==> src/hw/sbcg_pkg.sv <==
package sbcg_pkg;
   // register byte addresses
   localparam logic [3:0] ADDR_BAUD_CTRL  = 4'h0; // baud_control_reg
   localparam logic [3:0] ADDR_BAUD_FRAC  = 4'h4; // baud_fraction_reg
   localparam logic [3:0] ADDR_SER_MODE   = 4'h8; // serial_mode_reg
   localparam logic [3:0] ADDR_SER_CTRL   = 4'hC; // serial_control_reg
   // baud_control_reg fields
   localparam int DIV_N_LSB    = 0;  // divide_ratio_n [3:0]
   localparam int IN_SEL_LSB   = 4;  // baud_input_select [5:4]
   localparam int FRAC_EN_BIT  = 6;  // fractional_divide_enable
   // baud_fraction_reg fields
   localparam int FRAC_K_LSB   = 0;  // fraction_k [3:0]
   // serial_mode_reg fields
   localparam int SRC_LSB      = 0;  // uart_clock_source [1:0]
   localparam int UART_MODE_BIT = 2; // 1 = uart, 0 = synchronous i/o
   // serial_control_reg fields
   localparam int EDGE_SEL_BIT = 0;  // serial_clock_edge_select
   localparam int DIR_BIT      = 1;  // serial_clock_direction
   // status read back in serial_control_reg
   localparam int RX_BIT_LSB   = 4;  // receive counter [7:4]
   localparam int RX_DATA_BIT  = 8;  // last majority bit
   // reset values
   localparam logic [6:0] BAUD_CTRL_RST = 7'h01;
   localparam logic [3:0] BAUD_FRAC_RST = 4'h0;
   localparam logic [2:0] SER_MODE_RST  = 3'h4;
   localparam logic [1:0] SER_CTRL_RST  = 2'h0;
   // clock source codes in uart mode
   localparam logic [1:0] SRC_BAUD  = 2'h0;
   localparam logic [1:0] SRC_HALF  = 2'h1;
   localparam logic [1:0] SRC_TIMER = 2'h2;
   localparam logic [1:0] SRC_EXT   = 2'h3;
   // receive counter sample points (7th, 8th, 9th pulse)
   localparam logic [3:0] SAMPLE_A = 4'h6;
   localparam logic [3:0] SAMPLE_B = 4'h7;
   localparam logic [3:0] SAMPLE_C = 4'h8;
   localparam logic [3:0] LAST_PULSE = 4'hF;
endpackage

==> src/hw/sbcg_serial_baud_clock_gen.sv <==
`timescale 1ns/1ns
`default_nettype none
// Overview of operation
// - two-bit select picks prescaler tap div1, div4, div16 or div64
// - fraction off: divide by integer n 1..16, fraction field ignored
// - fraction on in uart mode with k nonzero: divide by n plus (16 minus k)/16
// - uart bit rate is generator output over a further 16
// - uart may take halved system clock directly as basic clock
// - sync i/o clock out: basic and pin clock are generator output over 2
// - uart external clock: one bit per 16 periods, period >= 4 clocks
// - sync i/o clock in: basic clock from selected pin edge
// - uart source field picks generator, half clock, timer or pin
// - timer output never clocks synchronous i/o mode
// - timer-clocked uart rate is tap over compare value times 2 times 16
// - 4-bit receive counter advances per basic pulse, 16 per bit
// - sample 7th, 8th, 9th pulses, take majority as the bit
module sbcg_serial_baud_clock_gen
   import sbcg_pkg::*;
(
   input  wire logic        ref_clk,
   input  wire logic        rst_n,
   input  wire logic [3:0]  avs_address,
   input  wire logic        avs_read,
   input  wire logic        avs_write,
   input  wire logic [31:0] avs_writedata,
   output logic      [31:0] avs_readdata,
   output logic             avs_waitrequest,
   input  wire logic        prescaler_tap_div1,
   input  wire logic        prescaler_tap_div4,
   input  wire logic        prescaler_tap_div16,
   input  wire logic        prescaler_tap_div64,
   input  wire logic        timer_four_output,
   input  wire logic        serial_clock_pin_in,
   output logic             serial_clock_pin_out,
   output logic             serial_clock_pin_oe_n,
   input  wire logic        rx_line,
   output logic             uart_basic_clock,
   output logic             rx_bit_valid,
   output logic             rx_bit_value
);
   ////////////////////////////////////////////////////////////////////////
   // registers
   logic [6:0]  baud_control_q;
   logic [3:0]  baud_fraction_q;
   logic [2:0]  serial_mode_q;
   logic [1:0]  serial_control_q;
   logic        ack_q;
   logic [3:0]  rx_cnt_q;
   logic [2:0]  samp_q;
   logic        rx_bit_q;

   wire [3:0] divide_ratio_n   = baud_control_q[DIV_N_LSB +: 4];
   wire [1:0] baud_input_select = baud_control_q[IN_SEL_LSB +: 2];
   wire fractional_divide_enable = baud_control_q[FRAC_EN_BIT];
   wire [3:0] fraction_k       = baud_fraction_q[FRAC_K_LSB +: 4];
   wire [1:0] uart_clock_source = serial_mode_q[SRC_LSB +: 2];
   wire uart_mode = serial_mode_q[UART_MODE_BIT];
   wire serial_clock_edge_select = serial_control_q[EDGE_SEL_BIT];
   wire serial_clock_direction   = serial_control_q[DIR_BIT];

   // bus access one cycle wait then ack
   // waitrequest is registered, so every access costs exactly one wait
   wire req  = avs_read | avs_write;

   always_ff @(posedge ref_clk or negedge rst_n) begin
      if (!rst_n) begin
         ack_q <= 1'b0;
      end else begin
         ack_q <= req & ~ack_q;
      end
   end

   // waitrequest high until the ack cycle
   always_ff @(posedge ref_clk or negedge rst_n) begin
      if (!rst_n) begin
         avs_waitrequest <= 1'b1;
      end else begin
         avs_waitrequest <= ~(req & ~ack_q);
      end
   end

   // register writes
   // a write lands on the first edge the request is seen; the master
   // holds it through the wait, so landing early changes nothing
   always_ff @(posedge ref_clk or negedge rst_n) begin
      if (!rst_n) begin
         baud_control_q   <= BAUD_CTRL_RST;
         baud_fraction_q  <= BAUD_FRAC_RST;
         serial_mode_q    <= SER_MODE_RST;
         serial_control_q <= SER_CTRL_RST;
      end else if (avs_write && req && !ack_q) begin
         unique case (avs_address)
            ADDR_BAUD_CTRL: baud_control_q   <= avs_writedata[6:0];
            ADDR_BAUD_FRAC: baud_fraction_q  <= avs_writedata[3:0];
            ADDR_SER_MODE:  serial_mode_q    <= avs_writedata[2:0];
            ADDR_SER_CTRL:  serial_control_q <= avs_writedata[1:0];
            default: ;
         endcase
      end
   end

   // read data registered with the ack; unmapped reads as zero
   // status bits show the receive counter and the last decided bit
   always_ff @(posedge ref_clk or negedge rst_n) begin
      if (!rst_n) begin
         avs_readdata <= 32'h0000_0000;
      end else begin
         avs_readdata <= 32'h0000_0000;
         if (avs_read && !ack_q) begin
            unique case (avs_address)
               ADDR_BAUD_CTRL: avs_readdata[6:0] <= baud_control_q;
               ADDR_BAUD_FRAC: avs_readdata[3:0] <= baud_fraction_q;
               ADDR_SER_MODE:  avs_readdata[2:0] <= serial_mode_q;
               ADDR_SER_CTRL: begin
                  avs_readdata[1:0] <= serial_control_q;
                  avs_readdata[RX_BIT_LSB +: 4] <= rx_cnt_q;
                  avs_readdata[RX_DATA_BIT] <= rx_bit_q;
               end
               default: ;
            endcase
         end
      end
   end

   ////////////////////////////////////////////////////////////////////////
   // edge detection of clock-like inputs
   // one history flop each for the selected tap, the timer and the pin; taps are free-running level
   // clocks, so only their rising edge counts as an event
   logic       tap_q;
   logic       tmr_q;
   logic       pin_q;

   // rising edge of a sampled level
   function automatic logic rise(input logic now, input logic prev);
      return now & ~prev;
   endfunction

   logic tap_sel;
   always_comb begin
      unique case (baud_input_select)
         2'h0: tap_sel = prescaler_tap_div1;
         2'h1: tap_sel = prescaler_tap_div4;
         2'h2: tap_sel = prescaler_tap_div16;
         default: tap_sel = prescaler_tap_div64;
      endcase
   end

   // previous values for edge detection
   always_ff @(posedge ref_clk or negedge rst_n) begin
      if (!rst_n) begin
         tap_q <= 1'b0;
         tmr_q <= 1'b0;
         pin_q <= 1'b1; // pin idles high, so no false edge after reset
      end else begin
         tap_q <= tap_sel;
         tmr_q <= timer_four_output;
         pin_q <= serial_clock_pin_in;
      end
   end

   wire tap_tick = rise(tap_sel, tap_q);
   wire tmr_tick = rise(timer_four_output, tmr_q);
   wire pin_rise = rise(serial_clock_pin_in, pin_q);
   wire pin_fall = rise(pin_q, serial_clock_pin_in);

   ////////////////////////////////////////////////////////////////////////
   // baud generator divider
   logic [4:0] div_cnt_q;
   logic [3:0] frac_cnt_q;
   logic       stretch_q;
   logic       gen_tick;

   // a zero field stands for the largest ratio
   wire [4:0] n_eff = (divide_ratio_n == 4'h0) ? 5'h10 :
                      {1'b0, divide_ratio_n};
   // fraction only honoured in uart mode with k nonzero; synchronous
   // mode cannot use it, and n of 1 or 16 is left to software
   wire frac_on = fractional_divide_enable & uart_mode &
                  (fraction_k != 4'h0);
   // stretch on periods whose phase is below 16-k
   wire [4:0] stretch_span = 5'h10 - {1'b0, fraction_k};
   wire stretch_now = frac_on &
                      ({1'b0, frac_cnt_q} < stretch_span);
   wire [4:0] period = n_eff + {4'h0, stretch_q};

   // count tap ticks, one output tick per period
   // >= ends a period at once if a new ratio leaves the count above it
   always_ff @(posedge ref_clk or negedge rst_n) begin
      if (!rst_n) begin
         div_cnt_q  <= 5'h00;
         frac_cnt_q <= 4'h0;
         stretch_q  <= 1'b0;
      end else if (tap_tick) begin
         if (div_cnt_q + 5'h01 >= period) begin
            div_cnt_q  <= 5'h00;
            frac_cnt_q <= frac_cnt_q + 4'h1;
            stretch_q  <= stretch_now;
         end else begin
            div_cnt_q <= div_cnt_q + 5'h01;
         end
      end
   end
   assign gen_tick = tap_tick && (div_cnt_q + 5'h01 >= period);

   // system clock halved
   // a tick every other cycle, the fastest basic clock there is
   logic half_q;
   always_ff @(posedge ref_clk or negedge rst_n) begin
      if (!rst_n) begin
         half_q <= 1'b0;
      end else begin
         half_q <= ~half_q;
      end
   end

   ////////////////////////////////////////////////////////////////////////
   // basic clock selection
   logic sio_tick;
   logic sclk_q;
   always_comb begin
      if (uart_mode) begin
         unique case (uart_clock_source)
            SRC_BAUD:  sio_tick = gen_tick;
            SRC_HALF:  sio_tick = half_q;
            SRC_TIMER: sio_tick = tmr_tick;
            default:   sio_tick = pin_rise;
         endcase
      end else if (!serial_clock_direction) begin
         sio_tick = gen_tick & sclk_q;
      end else begin
         sio_tick = serial_clock_edge_select ? pin_fall : pin_rise;
      end
   end

   // sync output clock toggles on each generator tick
   // pin idles high; the basic tick takes every second generator tick
   always_ff @(posedge ref_clk or negedge rst_n) begin
      if (!rst_n) begin
         sclk_q <= 1'b1;
      end else if (!uart_mode && !serial_clock_direction && gen_tick) begin
         sclk_q <= ~sclk_q;
      end
   end

   // pin drive and basic clock pulse outputs
   always_ff @(posedge ref_clk or negedge rst_n) begin
      if (!rst_n) begin
         serial_clock_pin_out  <= 1'b1;
         serial_clock_pin_oe_n <= 1'b1;
         uart_basic_clock      <= 1'b0;
      end else begin
         serial_clock_pin_out  <= sclk_q;
         serial_clock_pin_oe_n <= uart_mode | serial_clock_direction;
         uart_basic_clock      <= sio_tick;
      end
   end

   ////////////////////////////////////////////////////////////////////////
   // uart receive counter and majority
   // counter held at zero outside uart mode so it starts clean on entry;
   // start bit alignment happens downstream of this block
   always_ff @(posedge ref_clk or negedge rst_n) begin
      if (!rst_n) begin
         rx_cnt_q <= 4'h0;
         samp_q   <= 3'h0;
      end else if (!uart_mode) begin
         rx_cnt_q <= 4'h0;
      end else if (sio_tick) begin
         rx_cnt_q <= rx_cnt_q + 4'h1;
         if (rx_cnt_q == SAMPLE_A) samp_q[0] <= rx_line;
         if (rx_cnt_q == SAMPLE_B) samp_q[1] <= rx_line;
         if (rx_cnt_q == SAMPLE_C) samp_q[2] <= rx_line;
      end
   end

   // two of three samples decide the bit
   function automatic logic maj3(input logic [2:0] s);
      return (s[0] & s[1]) | (s[0] & s[2]) | (s[1] & s[2]);
   endfunction

   // majority decided on the sixteenth pulse; rx_bit_q feeds the read back
   always_ff @(posedge ref_clk or negedge rst_n) begin
      if (!rst_n) begin
         rx_bit_q     <= 1'b1;
         rx_bit_valid <= 1'b0;
         rx_bit_value <= 1'b1;
      end else begin
         rx_bit_valid <= uart_mode && sio_tick && rx_cnt_q == LAST_PULSE;
         if (uart_mode && sio_tick && rx_cnt_q == LAST_PULSE) begin
            rx_bit_q     <= maj3(samp_q);
            rx_bit_value <= maj3(samp_q);
         end
      end
   end
endmodule // sbcg_serial_baud_clock_gen
`default_nettype wire

==> config.mk <==
export PLATFORM = sky130hd
export DESIGN_NAME = sbcg_serial_baud_clock_gen
export DESIGN_NICKNAME = d
export VERILOG_FILES = /design/src/hw/sbcg_pkg.sv /design/src/hw/sbcg_serial_baud_clock_gen.sv
export SDC_FILE = /design/constraint.sdc
export NUM_CORES = 1
export LEC_CHECK = 0
export BUFFER_PORTS_ARGS = -buffer_cell sky130_fd_sc_hd__buf_2
export CAP_MARGIN = 10
export CORE_MARGIN = 2
export CORE_UTILIZATION = 27
export CTS_CLUSTER_DIAMETER = 150
export DETAILED_ROUTE_END_ITERATION = 10
export PLACE_DENSITY = 0.46
export SYNTH_ARGS = -nofsm -noshare
export SYNTH_HDL_FRONTEND = slang
export SYNTH_SLANG_ARGS = --single-unit
==> constraint.sdc <==
create_clock -name ref_clk -period 4 [get_ports ref_clk]
set_clock_uncertainty 0.2 [all_clocks]
set_input_delay 0.2 -clock ref_clk [delete_from_list [all_inputs] [get_ports ref_clk]]
set_output_delay 0.2 -clock ref_clk [all_outputs]
set_load 0.01 [all_outputs]
==> flow_metrics.env, run 1 <==
export IMPL_status="finished clean"
export IMPL_hold_violations=0
export IMPL_cellPowerDensity_nw_per_um2=495
export IMPL_critical_path_max_fanout=10
export IMPL_grt_pass1_wl_um=9030
export IMPL_critPathMostFrequentCell="ha_1"
export IMPL_dieArea_um2=11400
export IMPL_dr_pass1_iters=4
export IMPL_drive_gt1_share_pct=28.1
export IMPL_r2r_start="baud_control_q[0]"
export IMPL_synth_common_cells="dfrtp_1, buf_4, mux2_2"
export IMPL_r2r_cells=10
export IMPL_leakage_nw=1.53
export IMPL_yosys_top_cells_area="dfrtp_1, dfstp_2, ha_1, mux2_2, buf_4"
export IMPL_cp_num_buf_inv=0
export IMPL_fin_crit_ns=2.93
export IMPL_drt_total_wl_um=5460
export IMPL_hpwl_um=4210
export IMPL_num_vias=1873
export IMPL_cp_end_kind="register"
export IMPL_insertion_delay_ns=0.30
export IMPL_max_freq_ghz=0.341
export IMPL_gp_congestion=0.684
export IMPL_antenna_found_initial=0
export IMPL_seq_power_share_pct=48.2
export IMPL_synth_edf_count=0
export IMPL_htree_num_levels=2
export IMPL_grt_usage_pct=10.2
export IMPL_synth_top_cell_by_area="dfrtp_1"
export IMPL_die_width_um=107
export IMPL_ir_drop_mv=0.199
export IMPL_overflow=0
export IMPL_core_um2=10300
export IMPL_ys_ff_latch=54
export IMPL_worstSetupPathDepth=10
export IMPL_initial_core_util_pct=27.7
export IMPL_synth_area_per_cell_um2=11.2
export IMPL_cts_path_max_buffers=2
export IMPL_crit_chain="ha_1 -> ha_1 -> xnor2_1 -> ha_1 -> a21oi_1 -> o21ai_0 -> a31o_2 -> a21oi_4 -> nor4b_2 -> mux2_1"
export IMPL_pin_count=85
export IMPL_finalSetupViolCount=0
export IMPL_fin_crit_sh_pct=73.4
export IMPL_switching_share_pct=35.1
export IMPL_avgViaCountPerCell=4.27
export IMPL_rows=37
export IMPL_clockPowerShare_pct=18.5
export IMPL_whs_ns=0.0243
export IMPL_yosysTopAreaCellShare_pct=40.3
export IMPL_ys_types=52
export IMPL_tns_ns=0
export IMPL_cpMaxStageDelayCell="dfstp_2"
export IMPL_clk_pin_slew_worst_paths_ns=0.10
export IMPL_postCtsSetupBuffers=0
export IMPL_io_buffers=36
export IMPL_crit_family="compound AO/OA/AOI/OAI gates"
export IMPL_grt_setup_unrepaired="no"
export IMPL_cts_num_sinks=54
export IMPL_cpPeakStageDelay_ns=0.56
export IMPL_combPwrFrac_pct=33.3
export IMPL_antennaDiodeCount=0
export IMPL_grt_pass1_vias=1830
export IMPL_ant_nets=0
export IMPL_grt_max_degree=35
export IMPL_yosysMostFrequentCell="dfrtp_1"
export IMPL_cts_buffers=5
export IMPL_syn_area_um2=2860
export IMPL_p_int_mw=1.05
export IMPL_drt_iter0_markers=64
export IMPL_cap_viol_max_count=0
export IMPL_nFillCells=1081
export IMPL_ys_warn_count=0
export IMPL_syn_inst=255
export IMPL_root_buffer="clkbuf_8"
export IMPL_min_path_cells=2
export IMPL_drv_slew=0
export IMPL_post_drt_wl_per_cell_um=12.4
export IMPL_ys_flop_type="dfrtp_1"
export IMPL_final_nets=365
export IMPL_crit_path_start_kind="register"
export IMPL_async_flop_share_pct=100
export IMPL_area_growth_pct=14.8
export IMPL_ys_seq_area_share_pct=47.6
export IMPL_p_sw_mw=0.570
export IMPL_arrival_ns=2.93
export IMPL_hold_start="avs_address[3]"
export IMPL_hold_path_end="avs_readdata[3]"
export IMPL_reg2reg_to="samp_q[2]"
export IMPL_hold_class="in2reg"
export IMPL_die_y_um=107
export IMPL_drc_errors=0
export IMPL_path_class="reg2reg"
export IMPL_reg2reg_slack_ns=1.07
export IMPL_tritoncts="built"
export IMPL_cp_required_ns=3.99
==> area by class of cell <==
cell class | instances | area, µm² | area share (%)
multi-input cells | 180 | 1320 | 40.2
clock buffers | 7 | 76.3 | 2.33
well taps | 136 | 170 | 5.18
inverters | 13 | 48.8 | 1.49
flip-flops and latches | 54 | 1360 | 41.5
clock inverters | 1 | 7.51 | 0.229
repair buffers | 48 | 298 | 9.07
==> cell families after synthesis <==
group	Yosys count	synth area share, %
flip-flops	54	47.6
AO/OA/AOI/OAI	34	8.58
XOR/XNOR	12	3.68
adder cells (fa/ha/maj)	17	7.35
multiplexers	26	10.6
buffers and inverters	43	9.10
AND/OR/NAND/NOR	68	13.0
other	1	0.131
==> power groups by stage <==
stage / clock network [mW] / logic (mW) / registers, mW
6_report: 0.300 / 0.541 / 0.782
5_1_grt: 0.335 / 0.632 / 0.804
4_1_cts: 0.316 / 0.555 / 0.784
3_3_place_gp: 0 / 0.532 / 0.793
2_1_floorplan: 0 / 0.440 / 0.766
3_5_place_dp: 0 / 0.546 / 0.794
==> what timing repair did <==
item / CTS / global route
setup endpoints to repair: 0 / 0
endpoints found under the hold margin: 40 / 0
hold buffers: 11 / 0
resized for setup: 0 / 0
==> registers in the layout, indices dropped and copies added (netlist names), 2 cells and up <==
register          count
samp_q                3
serial_mode_q         3
serial_control_q      2
rx_cnt_q              4
avs_readdata          9
div_cnt_q             5
baud_fraction_q       4
baud_control_q        7
frac_cnt_q            4
==> cell usage in the layout, fill, tap and decap left out, types with 2 or more instances in the layout <==
cell type and count:
dfrtp_1 46, buf_2 36, conb_1 23, mux2_2 17, nand2_1 16, nor2_1 16
ha_1 16, inv_1 13, dlygate4sd3_1 11, o21ai_0 9, dfstp_2 8, nand3_1 7
xnor2_1 7, nor2b_1 6, xor2_1 5, a21oi_1 5, clkbuf_8 5, mux2i_1 4
nand2b_1 4, nor3_1 3, a22oi_1 3, a211oi_1 3, nor3_2 3, a22o_2 3
mux2_1 3, a311oi_1 2, and2_1 2, clkbuf_1 2
==> through the flow <==
stage	utilization, %	setup WS [ns]	cell area, µm²	power (mW)	std cells
3_5_place_dp	29.9	1.03	3090	1.34	420
4_1_cts	31.8	1.03	3280	1.65	439
6_report	31.8	1.07	3280	1.62	439
5_1_grt	31.8	0.817	3280	1.77	439
3_3_place_gp	29.9	1.04	3090	1.32	420
2_1_floorplan	-	1.22	2940	1.21	277
==> how the worst max path moves through the flow <==
stage	startpoint	to	slack [ns]
2_1_floorplan	baud_control_q[0]	samp_q[2]	1.22
3_3_place_gp	baud_control_q[0]	samp_q[2]	1.04
3_5_place_dp	baud_control_q[0]	samp_q[0]	1.03
4_1_cts	baud_control_q[0]	samp_q[0]	1.03
5_1_grt	baud_control_q[0]	samp_q[1]	0.82
6_report	baud_control_q[0]	samp_q[2]	1.07
==> layer usage <==
metal	wire length (µm)	vias up	part of all wire (%)	track usage, %
met5	0	-	0	0
met3	175	2	3.2	1.82
met4	38	0	0.70	2.50
li1	-	924	-	-
met2	2480	43	45	16.1
met1	2770	904	51	14.5
No activity file was read; power rests on OpenSTA's default activity.
==> run 2: changes to the inputs <==
clock period = 3.1 ns   (was 4 ns; I/O delays follow)
==> flow_metrics.env, run 2 (same netlist as run 1, synthesis figures left out) <==
export IMPL_arrival_ns=2.87
export IMPL_seq_power_share_pct=46.2
export IMPL_tritoncts="built"
export IMPL_drt_total_wl_um=5500
export IMPL_top_register="avs_readdata"
export IMPL_p_int_mw=1.45
export IMPL_grt_max_degree=35
export IMPL_nFillCells=1073
export IMPL_setup_ws_ns=0.225
export IMPL_final_nets=368
export IMPL_grt_pass1_wl_um=8960
export IMPL_critical_path_max_fanout=7
export IMPL_avgViaCountPerCell=4.28
export IMPL_reg_largest_list="avs_readdata: 9 flops, baud_control_q: 7 flops, div_cnt_q: 5 flops"
export IMPL_antenna_found_initial=0
export IMPL_cellPowerDensity_nw_per_um2=656
export IMPL_crit_path_start_kind="register"
export IMPL_switching_share_pct=33.7
export IMPL_cp_end_kind="register"
export IMPL_final_common_cell="dfrtp_1"
export IMPL_placed_cell_area_um2=3100
export IMPL_gp_congestion=0.691
export IMPL_status="finished clean"
export IMPL_cts_path_max_buffers=2
export IMPL_grt_setup_unrepaired="yes"
export IMPL_core_um2=10300
export IMPL_postCtsSetupBuffers=0
export IMPL_p_sw_mw=0.738
export IMPL_initial_core_util_pct=27.7
export IMPL_cts_resized=0
export IMPL_path_class="reg2reg"
export IMPL_hold_class="in2reg"
export IMPL_combPwrFrac_pct=32.4
export IMPL_hold_violations=0
export IMPL_max_freq_ghz=0.348
export IMPL_die_width_um=107
export IMPL_area_growth_pct=16.5
export IMPL_drc_errors=0
export IMPL_fin_crit_ns=2.88
export IMPL_cp_required_ns=3.10
export IMPL_fin_crit_sh_pct=92.8
export IMPL_io_buffers=36
export IMPL_largest_register_ffs=9
export IMPL_drv_slew=0
export IMPL_pin_count=85
export IMPL_num_vias=1893
export IMPL_fin_area_um2=3330
export IMPL_cts_num_sinks=54
export IMPL_ant_nets=0
export IMPL_finalSetupViolCount=0
export IMPL_preCtsSetupSlack_ns=0.209
export IMPL_root_buffer="clkbuf_8"
export IMPL_clk_pin_slew_worst_paths_ns=0.10
export IMPL_dr_pass1_iters=4
export IMPL_ir_drop_mv=0.241
export IMPL_die_y_um=107
export IMPL_insertion_delay_ns=0.30
export IMPL_overflow=0
export IMPL_drive_gt1_share_pct=28.1
export IMPL_rows=37
export IMPL_cts_buffers=5
export IMPL_tns_ns=0
export IMPL_dieArea_um2=11400
export IMPL_leakage_nw=1.56
export IMPL_grt_pass1_vias=1778
export IMPL_hpwl_um=4210
export IMPL_clockPowerShare_pct=21.4
export IMPL_drt_iter0_markers=42
export IMPL_cap_viol_max_count=0
export IMPL_antennaDiodeCount=0
export IMPL_post_drt_wl_per_cell_um=12.4
export IMPL_final_cell_mix="dfrtp_1, buf_2, conb_1"
export IMPL_htree_num_levels=2
export IMPL_grt_usage_pct=10.0
run 2: cell count changes in the layout (fill, tap and decap cells not counted), sizes merged:
cell | before | now
dlygate4sd3 | 11 | 13
buf | 37 | 38
clkinvlp | 1 | 0
bufinv | 0 | 1
run 2: repair_timing:
action / 4_1_cts / 5_1_grt
hold buffers: 13 / 0
endpoints found under the hold margin: 43 / 0
endpoints found under the setup margin: 0 / 1
run 2: routing by layer:
layer  part of all wire, %  GRT usage [%]  up-vias
met2                    45           15.1       42
met1                    50           14.9      925
met3                   3.5           1.82        2
met4                  0.69           2.23        0
li1                      -              -      924
met5                     0              0        -
run 2: stage by stage:
stage | util [%] | hold WS (ns) | power [mW] | std cells
finish | 32.3 | 0.0111 | 2.19 | 442
global route | 32.3 | 0.0282 | 2.36 | 442
global placement | 30.0 | -0.0498 | 1.72 | 421
detailed placement | 30.0 | -0.0563 | 1.74 | 421
CTS | 32.3 | 0.00773 | 2.23 | 442
floorplan | - | -0.341 | 1.56 | 277
run 2: critical path, cell delays in order, from the launching register on:
cell and delay, ns:
dfstp_2 0.56, ha_1 0.17, ha_1 0.18, xnor2_1 0.13
ha_1 0.26, a21oi_1 0.13, o21ai_0 0.12, a31o_2 0.31
a21oi_4 0.28, buf_4 0.20, mux2i_1 0.18, nor2b_1 0.06
run 2: final timing paths:
kind / from / endpoint / slack [ns] / cells after the start
min in group asynchronous: rst_n / rx_bit_valid / 0.13 / 2
worst max-delay path: baud_control_q[0] / rx_cnt_q[1] / 0.22 / 11
max in group asynchronous: rst_n / baud_control_q[0] / 1.73 / 3
worst min register to register: sclk_q / serial_clock_pin_out / 0.18 / 0
worst min-delay path: avs_read / avs_waitrequest / 0.01 / 3
worst max register to register: baud_control_q[0] / rx_cnt_q[1] / 0.22 / 11
run 2: area by class of cell:
cell class	count	area (µm²)	area share [%]
flip-flops and latches	54	1360	40.9
multi-input cells	180	1320	39.6
repair buffers	51	325	9.76
well taps	136	170	5.11
clock buffers	7	76.3	2.29
inverters	13	48.8	1.46
clock inverters	1	30.0	0.901
run 2: power groups by stage:
stage / Clock [mW] / Combinational, mW / Sequential [mW]
final: 0.469 / 0.708 / 1.01
after detailed placement: 0 / 0.710 / 1.03
after CTS: 0.488 / 0.726 / 1.01
after global placement: 0 / 0.700 / 1.02
after global routing: 0.514 / 0.811 / 1.04
after floorplan: 0 / 0.567 / 0.989
